--- src/sar_ctrl_pkg.sv ---
// constants and types shared by both ends of the conversion link
//
// What this block does
// [RULE1] start only after acquisition and start strobe low
// [RULE2] successive approximation, msb first, sixteen trials
// [RULE3] trials done: form code, drop busy
// [RULE4] both selects high: wideband fast, 3 msps
// [RULE5] fast high, low-power low: fast, 3 msps
// [RULE6] both low: normal, 2 msps, no interval limit
// [RULE7] fast low, low-power high: low-power, 1.25 msps
// [RULE8] low-power mode powers down after each conversion
// [RULE9] host keeps fast-mode start interval within 1 ms; the host only counts the gap, starts follow go_i
// [RULE10] host discards first fast result after 1 ms gap; the host passes it out with data_stale_o set
// [RULE11] result belongs to its own start, no latency
// [RULE12] sample taken at start strobe falling edge
// [RULE13] reset aborts; release runs calibration with busy pulse
// [RULE14] power-down finishes current conversion then inhibits
// [RULE15] busy high from start until result ready
// [RULE16] start strobe ignored while converting
package sar_ctrl_pkg;

    localparam int unsigned CLK_PERIOD_NS   = 8;
    localparam int unsigned RES_BITS        = 16;
    localparam int unsigned FULL_SCALE      = 65536;
    // conversion periods in ns per mode (throughput limits)
    localparam int unsigned PERIOD_FAST_NS  = 333;   // 3 msps
    localparam int unsigned PERIOD_NORM_NS  = 500;   // 2 msps
    localparam int unsigned PERIOD_LP_NS    = 800;   // 1.25 msps
    // least periods round up to whole cycles
    localparam int unsigned PERIOD_FAST_CYC = (PERIOD_FAST_NS + CLK_PERIOD_NS - 1) / CLK_PERIOD_NS;
    localparam int unsigned PERIOD_NORM_CYC = (PERIOD_NORM_NS + CLK_PERIOD_NS - 1) / CLK_PERIOD_NS;
    localparam int unsigned PERIOD_LP_CYC   = (PERIOD_LP_NS + CLK_PERIOD_NS - 1) / CLK_PERIOD_NS;
    localparam int unsigned IDLE_LIMIT_MS   = 1;
    localparam int unsigned IDLE_LIMIT_CYC  = IDLE_LIMIT_MS * 1000000 / CLK_PERIOD_NS;
    localparam int unsigned ACQ_CYC         = 4;
    localparam int unsigned CAL_CYC         = 32;
    localparam int unsigned WAKE_CYC        = 4;

    typedef enum logic [1:0] {
        MODE_NORMAL   = 2'h0,
        MODE_LOWPOWER = 2'h1,
        MODE_FAST     = 2'h2,
        MODE_WIDEBAND = 2'h3
    } conv_mode_t;

    typedef enum logic [5:0] {
        ST_CAL   = 6'h01,
        ST_ACQ   = 6'h02,
        ST_READY = 6'h04,
        ST_TRIAL = 6'h08,
        ST_PAD   = 6'h10,
        ST_SLEEP = 6'h20
    } conv_state_t;

endpackage : sar_ctrl_pkg

--- src/sar_link_if.sv ---
// pins between host controller and converter control
`timescale 1ns/100ps
interface sar_link_if;
    logic        conversion_start_n;
    logic        fast_sel;
    logic        lowpower_sel;
    logic        power_down_in;
    logic        reset_in;
    logic        busy;
    logic [15:0] result;

    modport device
    (
        input  conversion_start_n,
        input  fast_sel,
        input  lowpower_sel,
        input  power_down_in,
        input  reset_in,
        output busy,
        output result
    );

    modport host
    (
        output conversion_start_n,
        output fast_sel,
        output lowpower_sel,
        output power_down_in,
        output reset_in,
        input  busy,
        input  result
    );
endinterface : sar_link_if

--- src/sar_conversion_mode_control.sv ---
// converter control end: sequencer, mode timing and result register
`timescale 1ns/100ps
module sar_conversion_mode_control
    import sar_ctrl_pkg::*;
#(
    parameter int unsigned NBITS = RES_BITS
)
(
    input  wire logic             sys_clk_i,
    input  wire logic             rst_n_i,
    sar_link_if.device            link,
    input  wire logic [NBITS-1:0] sample_i,
    input  wire logic             comp_i,
    output logic                  hold_o,
    output logic [NBITS-1:0]      dac_o,
    output logic                  powered_o
);

    conv_state_t      state_q, state_d;
    logic [NBITS-1:0] sar_q, sar_d;
    logic [NBITS-1:0] bit_q, bit_d;
    logic [NBITS-1:0] held_q, held_d;
    logic [NBITS-1:0] res_q, res_d;
    logic [9:0]       cnt_q, cnt_d;
    logic             busy_q, busy_d;
    logic             start_q, start_d;
    conv_mode_t       mode;
    logic             fall;
    logic             cmp;
    logic [9:0]       pad_cyc;

    assign mode = conv_mode_t'({link.fast_sel, link.lowpower_sel});
    assign fall = start_q & ~link.conversion_start_n;   // [RULE12]

    // comparator: internal model against held sample when no analog front end
    assign cmp  = comp_i | (held_q >= (sar_q | bit_q));

    always_comb
    begin
        case (mode)
            MODE_WIDEBAND: pad_cyc = 10'(PERIOD_FAST_CYC);   // [RULE4]
            MODE_FAST:     pad_cyc = 10'(PERIOD_FAST_CYC);   // [RULE5]
            MODE_NORMAL:   pad_cyc = 10'(PERIOD_NORM_CYC);   // [RULE6]
            default:       pad_cyc = 10'(PERIOD_LP_CYC);     // [RULE7]
        endcase
    end

    ////////////////////////////////////////////////////////////////////////
    always_comb
    begin
        state_d = state_q;
        sar_d   = sar_q;
        bit_d   = bit_q;
        held_d  = held_q;
        res_d   = res_q;
        cnt_d   = cnt_q;
        busy_d  = busy_q;
        start_d = link.conversion_start_n;
        case (state_q)
            ST_CAL:
            begin
                busy_d = 1'b1;   // [RULE13]
                cnt_d  = cnt_q + 10'h001;
                // busy set on every cal cycle but the last, so the pulse is exactly CAL_CYC long
                if (cnt_q == 10'(CAL_CYC))
                begin
                    busy_d  = 1'b0;
                    cnt_d   = '0;
                    state_d = ST_ACQ;
                end
            end
            ST_ACQ:
            begin
                cnt_d = cnt_q + 10'h001;
                if (cnt_q == 10'(ACQ_CYC - 1))
                begin
                    cnt_d   = '0;
                    state_d = ST_READY;
                end
            end
            ST_READY:
            begin
                // strobes before acquisition ends are simply missed
                if (fall && !link.power_down_in)   // [RULE1] [RULE14]
                begin
                    held_d  = sample_i;   // [RULE11] [RULE12]
                    sar_d   = '0;
                    bit_d   = {1'b1, {(NBITS-1){1'b0}}};   // [RULE2]
                    busy_d  = 1'b1;   // [RULE15]
                    cnt_d   = 10'(NBITS + 1);
                    state_d = ST_TRIAL;
                end
            end
            ST_TRIAL:
            begin
                // strobes here are ignored by state [RULE16]
                if (cmp)
                    sar_d = sar_q | bit_q;   // [RULE2]
                bit_d = bit_q >> 1;
                if (bit_q[0])
                begin
                    res_d   = cmp ? (sar_q | bit_q) : sar_q;   // [RULE3] [RULE11]
                    busy_d  = 1'b0;   // [RULE3]
                    state_d = ST_PAD;
                end
            end
            ST_PAD:
            begin
                // stretch to the mode's period; covers acquisition too
                cnt_d = cnt_q + 10'h001;
                if (cnt_q >= pad_cyc)
                begin
                    cnt_d   = '0;
                    state_d = (mode == MODE_LOWPOWER) ? ST_SLEEP : ST_READY;   // [RULE8]
                end
            end
            ST_SLEEP:
            begin
                // wake latency paid on the next start window
                cnt_d = cnt_q + 10'h001;
                if (cnt_q == 10'(WAKE_CYC - 1))
                begin
                    cnt_d   = '0;
                    state_d = ST_READY;
                end
            end
            default:
            begin
                state_d = ST_CAL;
                cnt_d   = '0;
            end
        endcase
    end

    always_ff @(posedge sys_clk_i or negedge rst_n_i)
    begin
        if (!rst_n_i)
        begin
            state_q  <= ST_CAL;
            sar_q    <= '0;
            bit_q    <= '0;
            held_q   <= '0;
            res_q    <= '0;
            cnt_q    <= '0;
            busy_q   <= 1'b0;
            start_q  <= 1'b1;
        end
        else if (link.reset_in)
        begin
            // abort; calibration starts when reset falls
            state_q  <= ST_CAL;   // [RULE13]
            cnt_q    <= '0;
            busy_q   <= 1'b0;
            bit_q    <= '0;
            start_q  <= 1'b1;
        end
        else
        begin
            state_q  <= state_d;
            sar_q    <= sar_d;
            bit_q    <= bit_d;
            held_q   <= held_d;
            res_q    <= res_d;
            cnt_q    <= cnt_d;
            busy_q   <= busy_d;
            start_q  <= start_d;
        end
    end

    assign link.busy   = busy_q;
    assign link.result = res_q;
    assign hold_o      = (state_q == ST_TRIAL);
    assign dac_o       = sar_q | bit_q;
    assign powered_o   = (state_q != ST_SLEEP) && !link.power_down_in;

endmodule : sar_conversion_mode_control

--- src/flat_wrapper.sv ---
// flat-port wrapper written by rule: the top's interface ports become plain ports
module sar_conversion_mode_control_flat import sar_ctrl_pkg::*;
#(
    parameter int unsigned NBITS = RES_BITS
)
  (sys_clk_i, rst_n_i, sample_i, comp_i, hold_o, dac_o, powered_o, link_conversion_start_n, link_fast_sel, link_lowpower_sel, link_power_down_in, link_reset_in, link_busy, link_result);
  sar_link_if link_i ();
  input  wire logic sys_clk_i;
  input  wire logic rst_n_i;
  input  wire logic [NBITS-1:0] sample_i;
  input  wire logic comp_i;
  output logic hold_o;
  output logic [NBITS-1:0] dac_o;
  output logic powered_o;
  input wire logic [$bits(link_i.conversion_start_n)-1:0] link_conversion_start_n;
  input wire logic [$bits(link_i.fast_sel)-1:0] link_fast_sel;
  input wire logic [$bits(link_i.lowpower_sel)-1:0] link_lowpower_sel;
  input wire logic [$bits(link_i.power_down_in)-1:0] link_power_down_in;
  input wire logic [$bits(link_i.reset_in)-1:0] link_reset_in;
  output wire logic [$bits(link_i.busy)-1:0] link_busy;
  output wire logic [$bits(link_i.result)-1:0] link_result;
  assign link_i.conversion_start_n = link_conversion_start_n;
  assign link_i.fast_sel = link_fast_sel;
  assign link_i.lowpower_sel = link_lowpower_sel;
  assign link_i.power_down_in = link_power_down_in;
  assign link_i.reset_in = link_reset_in;
  assign link_busy = link_i.busy;
  assign link_result = link_i.result;
  sar_conversion_mode_control #(.NBITS(NBITS)) u_core (.sys_clk_i(sys_clk_i), .rst_n_i(rst_n_i), .link(link_i), .sample_i(sample_i), .comp_i(comp_i), .hold_o(hold_o), .dac_o(dac_o), .powered_o(powered_o));
endmodule
--- config.mk ---
export PLATFORM = sky130hd
export DESIGN_NAME = sar_conversion_mode_control_flat
export DESIGN_NICKNAME = d
export VERILOG_FILES = /design/src/sar_ctrl_pkg.sv /design/src/sar_link_if.sv /design/src/sar_conversion_mode_control.sv /design/src/flat_wrapper.sv
export SDC_FILE = /design/constraint.sdc
export NUM_CORES = 1
export LEC_CHECK = 0
export BUFFER_PORTS_ARGS = -buffer_cell sky130_fd_sc_hd__buf_2
export CAP_MARGIN = 20
export CORE_ASPECT_RATIO = 0.8
export CORE_UTILIZATION = 45
export CTS_CLUSTER_SIZE = 20
export DETAILED_ROUTE_END_ITERATION = 10
export SLEW_MARGIN = 20
export SYNTH_ARGS = -nofsm -noshare
export SYNTH_HDL_FRONTEND = slang
export SYNTH_SLANG_ARGS = --single-unit
--- constraint.sdc ---
create_clock -name sys_clk_i -period 3.55 [get_ports sys_clk_i]
set_input_delay 0.355 -clock sys_clk_i [delete_from_list [all_inputs] [get_ports sys_clk_i]]
set_output_delay 0.355 -clock sys_clk_i [all_outputs]
set_load 0.01 [all_outputs]
* Yosys cells after proc, flatten, opt, wreduce, memory -nomap -nowiden
Index checks and enable logic that the tools add are counted.
** Storage, ports and cells
- Word-level logic and storage cells :: 78
- Bits in registers :: 82
- Output and inout port bits :: 35
** Operators by class
- $add $sub $neg :: 1
- Muxes and demuxes :: 27
- Reductions and logical operators :: 16
- Magnitude comparators :: 2
- Eq/ne operators :: 19
- Bitwise gates (word level) :: 5
** Operators with widths (count)
- $mux 16 :: 4
- $pmux 16 s2 :: 2
- $mux 10 :: 5
- $pmux 10 s5 :: 1
- $mux 6 :: 7
- $pmux 6 s5 :: 1
- $ge 16x16->1 :: 1
- $or 16x16->16 :: 1
- $pmux 7 s2 :: 1
- $reduce_and 3->1 :: 4
- $add 10x1->10 const B :: 1
- $eq 10x2->1 const B :: 1
- $eq 10x6->1 const B :: 1
- $ge 10x7->1 :: 1
- $ne 3x2->1 const B :: 3
- $eq 6x1->1 const B :: 1
- $eq 6x2->1 const B :: 1
- $eq 6x3->1 const B :: 1
- $eq 6x4->1 const B :: 1
- $eq 6x5->1 const B :: 1
- $eq 6x6->1 const B :: 1
- $ne 3x1->1 const B :: 2
- $ne 6x6->1 const B :: 1
- $mux 1 :: 5
- other kinds (16) :: 22

* Logic depth before layout (Yosys ltp)
Gate-level depths: netlist of the first run.
- Depth in word-level cells :: 7
- Depth in mapped cells :: 11
- Mapped depth without buffers :: 9

* Least setup slack after synthesis of the first run
No wires, ideal clock.
- Path kind :: register -> register
- Start :: reg u_core.bit_q[0]
- End :: reg u_core.res_q[10] (netlist: u_core.link.result[10])
- Path buffers :: 3
- Required time :: 3424 ps
- Stages on the path, launching flop included :: 12
- Data arrival time :: 2775 ps
- Path slack :: 649 ps
- Cells stage by stage :: dfrtp_1 clkbuf_1 clkbuf_1 or2_2 ha_1 nand2b_1 a21oi_1 nor2b_1 o31ai_1 a211oi_4 buf_6 a221o_1
** Between the ends
- Cells in the longest elaborated chain, start to end :: 4
- Elaborated cells on any way between the ends :: 5
- Classes of those cells :: order compare (1); mux (1); bitwise (2); reduce/logical (1)
** RTL lines
- start, declared :: line sar_conversion_mode_control.sv:21 : logic [NBITS-1:0] bit_q, bit_d;
- start signal, assigned :: line sar_conversion_mode_control.sv:161 : bit_q <= bit_d;
- $or 16x16->16
- via dac_o[0] :: line flat_wrapper.sv:13 : output logic [NBITS-1:0] dac_o;
- $ge 16x16->1 :: line sar_conversion_mode_control.sv:36 : assign cmp = comp_i | (held_q >= (sar_q | bit_q));
- $or 1x1->1 :: line sar_conversion_mode_control.sv:36
- $mux 16
- end signal, assigned :: line sar_conversion_mode_control.sv:163 : res_q <= res_d;
- end, declared :: line sar_conversion_mode_control.sv:23 : logic [NBITS-1:0] res_q, res_d;
The timed path passes the listed nets, and every way through them passes these cells.
A chain may end at the register's enable or synchronous reset.

* Worst setup path in the final report of the first run
- Start :: reg u_core.sar_q[0]
- End :: reg u_core.res_q[2] (netlist: u_core.link.result[2])
** Between the ends
- Cells in the longest elaborated chain, start to end :: 4
** RTL lines
- start, declared :: line sar_conversion_mode_control.sv:20 : logic [NBITS-1:0] sar_q, sar_d;
- start signal, assigned :: line sar_conversion_mode_control.sv:160 : sar_q <= sar_d;
- $or 16x16->16 :: line sar_conversion_mode_control.sv:36
- $ge 16x16->1 :: line sar_conversion_mode_control.sv:36
- $or 1x1->1 :: line sar_conversion_mode_control.sv:36
- $mux 16
Every way passes these cells.

==> run summary, run 1 <==
NetSw = 0.641 mW
Highest Clock Rate = 339 MHz
Status = finished clean
Comb pwr share = 0.169
CTS max path bufs = 2
Post-cts resize count = 0
Setup ws final = 603 ps
Reg2Reg Launch Point = u_core.sar_q[0]$_DFFE_PN0P_
Slowest cell delay on critical path = 760 ps
Antenna Cells = 0
P_int = 1.78 mW
GR Overflow Total = 0
Post-DP Area = 4640 um2
ANT nets after route = 0
Final WL = 9450 um
H-tree depth = 3
Number of distinct library cells after synthesis = 50
Routability cong. = 0.748
Final min period = 2950 ps
RSZ-0062 raised after global routing = no
CP startpoint kind = flip-flop
Final hold vios = 0
Uppermost layer routed = met4
Post-Syn Nets = 440
PwrDens = 488 nW/um2
Slew Limit Fails = 0
DR vias/cell = 5.74
DRC violation total after the first TritonRoute iteration = 167
Core area = 9110 um2
Sequential cell area = 2050 um2
Setup WS pre-CTS = 613 ps
Metal3 WL = 391 um
DR pass1 iterations = 4
Post-synth top area cell = dfrtp_1
Synth Cell Area = 4260 um2
First-pass GRT wire length = 15900 um
Final period utilization = 0.830
CP required = 3760 ps
Slowest stage cell, crit path = o31ai_1
R2r setup slk = 600 ps
Worst Skew = 8.08 ps
Hold Buf Count CTS = 0
Initial antenna violation count = 0
Setup TNS = 0 ps
Post-route cell area = 4960 um2
Gr usage total = 0.207
CP Data Arrival Time = 3150 ps
Drt wl/cell = 16.6 um
Clock power share = 0.408
Port Buffer Count = 58
Area grow syn2layout = 16.5%
FF+latch count, synth = 82
Starting density of the core = 0.467
Sequential-to-total area share from yosys stat = 0.482
CP top delay family = compound AO/OA/AOI/OAI gates
Largest net degree at the start of global routing = 83
M1 wire length = 4810 um
Synth Area per Inst = 10.9 um2
Clock latency on the worst-skew pair = 330 ps
Yosys top cell area share = 0.470
MaxCap Viol Count = 0
Max-slew headroom = 0.365
Die Y-Extent = 89.0 um
Worst Tran Pin Value = 944 ps
Kind of critical path = flip-flop to flip-flop
Dpl hpwl = 6580 um
Commonest non-fill, non-tap cell in the layout = dfrtp_1
Residual DRC = 0
Fin Hold WS = 57.2 ps
TritonCTS Sinks = 82
Most frequent cells in the layout = dfrtp_1 (80), buf_2 (57), a22o_1 (32), inv_1 (29), ha_1 (24)
Max rail drop VDD = 0.000283 V
Area of the multi-input gates = 1990 um2
Hold Crit Class = primary input to async pin
Vias in the first global route = 3108
Worst R2R Path Depth = 8
Clock transition at the registers of the reported paths = 60 ps
Die width = 111 um
Cells along the critical path = or2_2 -> ha_1 -> nand2b_1 -> a21oi_1 -> nor2b_1 -> o31ai_1 -> a211oi_4 -> a221o_1
Layout cells sized above 1 = 0.243
CP endpoint kind = flip-flop
Sequential Power Share = 0.422
Endpoints failing setup = 0
Mapped Cells = 392
Total Nets Final = 496
TritonCTS clock tree = yes
Leak = 2.66 nW
Switching share of total power = 0.265
Main area contributors after synthesis = dfrtp_1 (47%), ha_1 (7.0%), a22o_1 (6.6%)
Final core utilization = 0.544
Clock root buffer = clkbuf_16
Worst r2r dst = u_core.link.result[2]$_DFFE_PN0P_
Synth warn = 0
Row Count = 31
Post-CTS Setup Inserts = 0
# fillers = 826
Total number of vias = 3263
CTS Buf Count = 9
Io pins = 59
Worst Path Max Fanout = 17
WP buf/inv = 0
Met2 wire len = 4150 um
Die ar. = 9860 um2
## worst max-delay path by stage
stage	from	endpoint	cells past startpoint	slack (ps)
after detailed placement	u_core.sar_q[0]$_DFFE_PN0P_	u_core.link.result[9]$_DFFE_PN0P_	8	610
after CTS	u_core.sar_q[0]$_DFFE_PN0P_	u_core.link.result[2]$_DFFE_PN0P_	8	620
after global routing	u_core.sar_q[0]$_DFFE_PN0P_	u_core.link.result[10]$_DFFE_PN0P_	8	520
after global placement	u_core.sar_q[0]$_DFFE_PN0P_	u_core.link.result[5]$_DFFE_PN0P_	8	640
after floorplan	u_core.bit_q[0]$_DFFE_PN0P_	u_core.link.result[10]$_DFFE_PN0P_	11	650
final	u_core.sar_q[0]$_DFFE_PN0P_	u_core.link.result[2]$_DFFE_PN0P_	8	600
## Yosys cell counts (all sizes together)
master / instances
a221o: 15
clkbuf: 10
nor2: 14
a21o: 6
and3: 19
a22o: 32
or3b: 2
mux2: 18
nand2b: 6
nor4: 3
or3: 3
buf: 10
xnor2: 1
o311a: 1
nand4: 4
mux2i: 1
o211ai: 2
a211o: 3
nor4b: 1
inv: 29
nor3: 9
o211a: 1
xor2: 1
o2111a: 1
nand3b: 1
dfrtp: 80
a211oi: 2
o31ai: 2
o21ai: 13
nor2b: 5
or2: 17
o21bai: 1
ha: 24
nand3: 15
a2111oi: 1
a22oi: 1
nand2: 14
a21oi: 20
dfstp: 2
a31oi: 2
## flip-flops by register name, indices dropped and copies added, names as in the netlist
signal / count
u_core.bit_q: 16
u_core.cnt_q: 10
u_core.sar_q: 16
u_core.state_q: 6
u_core.link.busy: 1
u_core.held_q: 16
u_core.start_q: 1
u_core.link.result: 16
## cell families after synthesis
group,share of synthesized area
AOI/OAI and AO/OA,0.190
DFF,0.482
buffers and inverters,0.0517
adders and majority gates,0.0705
xor gates and xnor gates,0.00411
and+or+nand+nor,0.151
muxes,0.0499
## metrics by stage
stage / power, mW / std cells
after detailed placement: 1.45 / 552
after global placement: 1.44 / 552
final: 2.42 / 568
after global routing: 2.54 / 568
after floorplan: 1.34 / 392
after CTS: 2.45 / 568
## layer usage
layer  vias to the layer above  global-route usage
met5                         -                   0
met4                         0              0.0521
met3                        11              0.0488
met2                        71               0.312
met1                      1625               0.301
li1                       1556                   -
## area by class of cell
cell class,instances,share of cell area
Tap cell,115,0.0290
Timing Repair Buffer,65,0.0703
Inverter,29,0.0219
Clock buffer,11,0.0489
Multi-Input combinational cell,261,0.400
Sequential cell,82,0.414
Clock inverter,5,0.0156
## power by group through the flow
stage	registers [mW]	logic [mW]	clock network, mW
floorplan	1.03	0.305	0
global placement	1.04	0.401	0
detailed placement	1.04	0.412	0
global route	1.03	0.457	1.05
CTS	1.02	0.413	1.02
finish	1.02	0.410	0.989
Note: power is estimated with default switching activity, not from simulation.
==> run 2, diff against run 1 <==
PLACE_DENSITY = 0.67   (was not set)
clock period = 2.4 ns   (was 3.55 ns; I/O delays follow)
==> run summary, run 2 (synthesis results as in run 1) <==
Final period utilization = 1.02
Clock latency on the worst-skew pair = 330 ps
Routability cong. = 0.843
Total number of vias = 3432
CTS max path bufs = 2
Final core utilization = 0.584
Non-Filler Instances = 605
Slew Limit Fails = 0
R2r setup slk = -50 ps
MaxCap Viol Count = 0
First-pass GRT wire length = 16900 um
Io pins = 59
H-tree depth = 3
Clock root buffer = clkbuf_16
Vias in the first global route = 3326
TritonCTS Sinks = 82
Leak = 2.87 nW
Dpl hpwl = 7030 um
CP endpoint kind = flip-flop
ANT nets after route = 0
Port Buffer Count = 58
Status = finished, violations left
Hold Crit Class = primary input to flip-flop
Clock transition at the registers of the reported paths = 60 ps
Area grow syn2layout = 24.8%
Violated checks = negative setup slack
Starting density of the core = 0.467
Total power = 3.52 mW
Slowest stage cell, crit path = dfrtp_1
Residual DRC = 0
Largest net degree at the start of global routing = 50
Most frequent cells in the layout = dfrtp_1 (80), buf_2 (57), buf_4 (38), a22o_1 (32), inv_1 (28)
Max-slew headroom = 0.458
Slowest cell delay on critical path = 390 ps
PwrDens = 662 nW/um2
Total Nets Final = 533
Dpl cells = 580
Highest Clock Rate = 408 MHz
Fin Hold WS = 111 ps
WP buf/inv = 2
Met2 wire len = 4860 um
Worst Skew = 7.77 ps
RSZ-0062 raised after global routing = yes
CP top delay family = compound AO/OA/AOI/OAI gates
CP Data Arrival Time = 2650 ps
Die width = 111 um
Metal3 WL = 560 um
DR pass1 iterations = 4
Worst Tran Pin Value = 812 ps
DRC violation total after the first TritonRoute iteration = 183
Antenna Cells = 0
Worst Path Max Fanout = 6
Layout cells sized above 1 = 0.320
Initial antenna violation count = 0
TritonCTS clock tree = yes
Max rail drop VDD = 0.000364 V
Cells along the critical path = or2_4 -> inv_2 -> ha_4 -> a21o_1 -> a211o_1 -> nor3_2 -> o211a_1 -> a211oi_4 -> buf_6 -> a221o_1
Row Count = 31
Setup ws final = -48.3 ps
Commonest non-fill, non-tap cell in the layout = dfrtp_1
Drt wl/cell = 17.1 um
DR vias/cell = 5.67
Final hold vios = 0
CTS Buf Count = 9
M1 wire length = 4820 um
Gr usage total = 0.222
Final WL = 10300 um
Die Y-Extent = 89.0 um
Core area = 9110 um2
GR Overflow Total = 0
Die ar. = 9860 um2
Uppermost layer routed = met4
CP startpoint kind = flip-flop
Kind of critical path = flip-flop to flip-flop
Endpoints failing setup = 18
Final min period = 2450 ps
CP required = 2610 ps
## run 2: changes by cell type in the layout (fill, tap and decap cells not counted), moves of 3 or more
cell   delta
or2_2     -3
buf_4    +31
buf_6     +4
or2_4     +3
## run 2: per-stage QoR
stage / setup TNS [ps] / setup WS [ps] / cell area [um2]
final: -252 / -48.3 / 5320
after global routing: -3400 / -147 / 5320
after CTS: -1530 / -90.4 / 5300
after detailed placement: -7010 / -312 / 4910
after global placement: -7070 / -245 / 4910
after floorplan: -484 / -50.9 / 4330
## run 2: final timing paths
kind,from,endpoint,cells after the start
worst min-delay path,link_conversion_start_n,u_core.start_q$_DFF_PN1_,2
worst max register to register,u_core.sar_q[14]$_DFFE_PN0P_,u_core.link.result[10]$_DFFE_PN0P_,10
worst max-delay path,u_core.sar_q[14]$_DFFE_PN0P_,u_core.link.result[10]$_DFFE_PN0P_,10
max in group asynchronous,rst_n_i,u_core.state_q[0]$_DFFE_PN1P_,3
min in group asynchronous,rst_n_i,u_core.link.result[2]$_DFFE_PN0P_,2
worst min register to register,u_core.link.result[0]$_DFFE_PN0P_,u_core.link.result[0]$_DFFE_PN0P_,1
## run 2: layer usage
layer,global-route usage,up-vias
li1,-,1622
met1,0.301,1695
met2,0.357,106
met3,0.0549,9
met4,0.0655,0
met5,0,-
## run 2: report_power, final
part           switching (mW)  leakage (nW)  internal, mW
Sequential             0.0710          1.14          1.45
Combinational           0.392          1.59         0.318
Clock                   0.514         0.143         0.783
## run 2: what timing repair did
| item | 4_1_cts | 5_1_grt |
|---|---|---|
| setup endpoints to repair | 32 | 35 |
| pin swaps | 9 | 2 |
| endpoints found under the hold margin | 48 | 0 |
| gates resized for setup | 8 | 5 |
| buffers inserted | 8 | 0 |
| hold buffers | 1 | 0 |
## run 2: worst reg2reg max path, delay by kind of cell (launching register included)
family / cells / cell delay (ps)
compound gates: 5 / 1110
buf+inv: 2 / 230
fa+ha+maj: 1 / 190
simple gates: 2 / 400
flops: 1 / 390
## run 2: final cells by class
type	instances	area, um2
tap	115	144
fill	768	3800
sequential	82	2050
inverter	29	109
clock inverter	2	10.0
multi-input combinational	261	2070
clock buffer	14	274
timing repair buffer	102	657
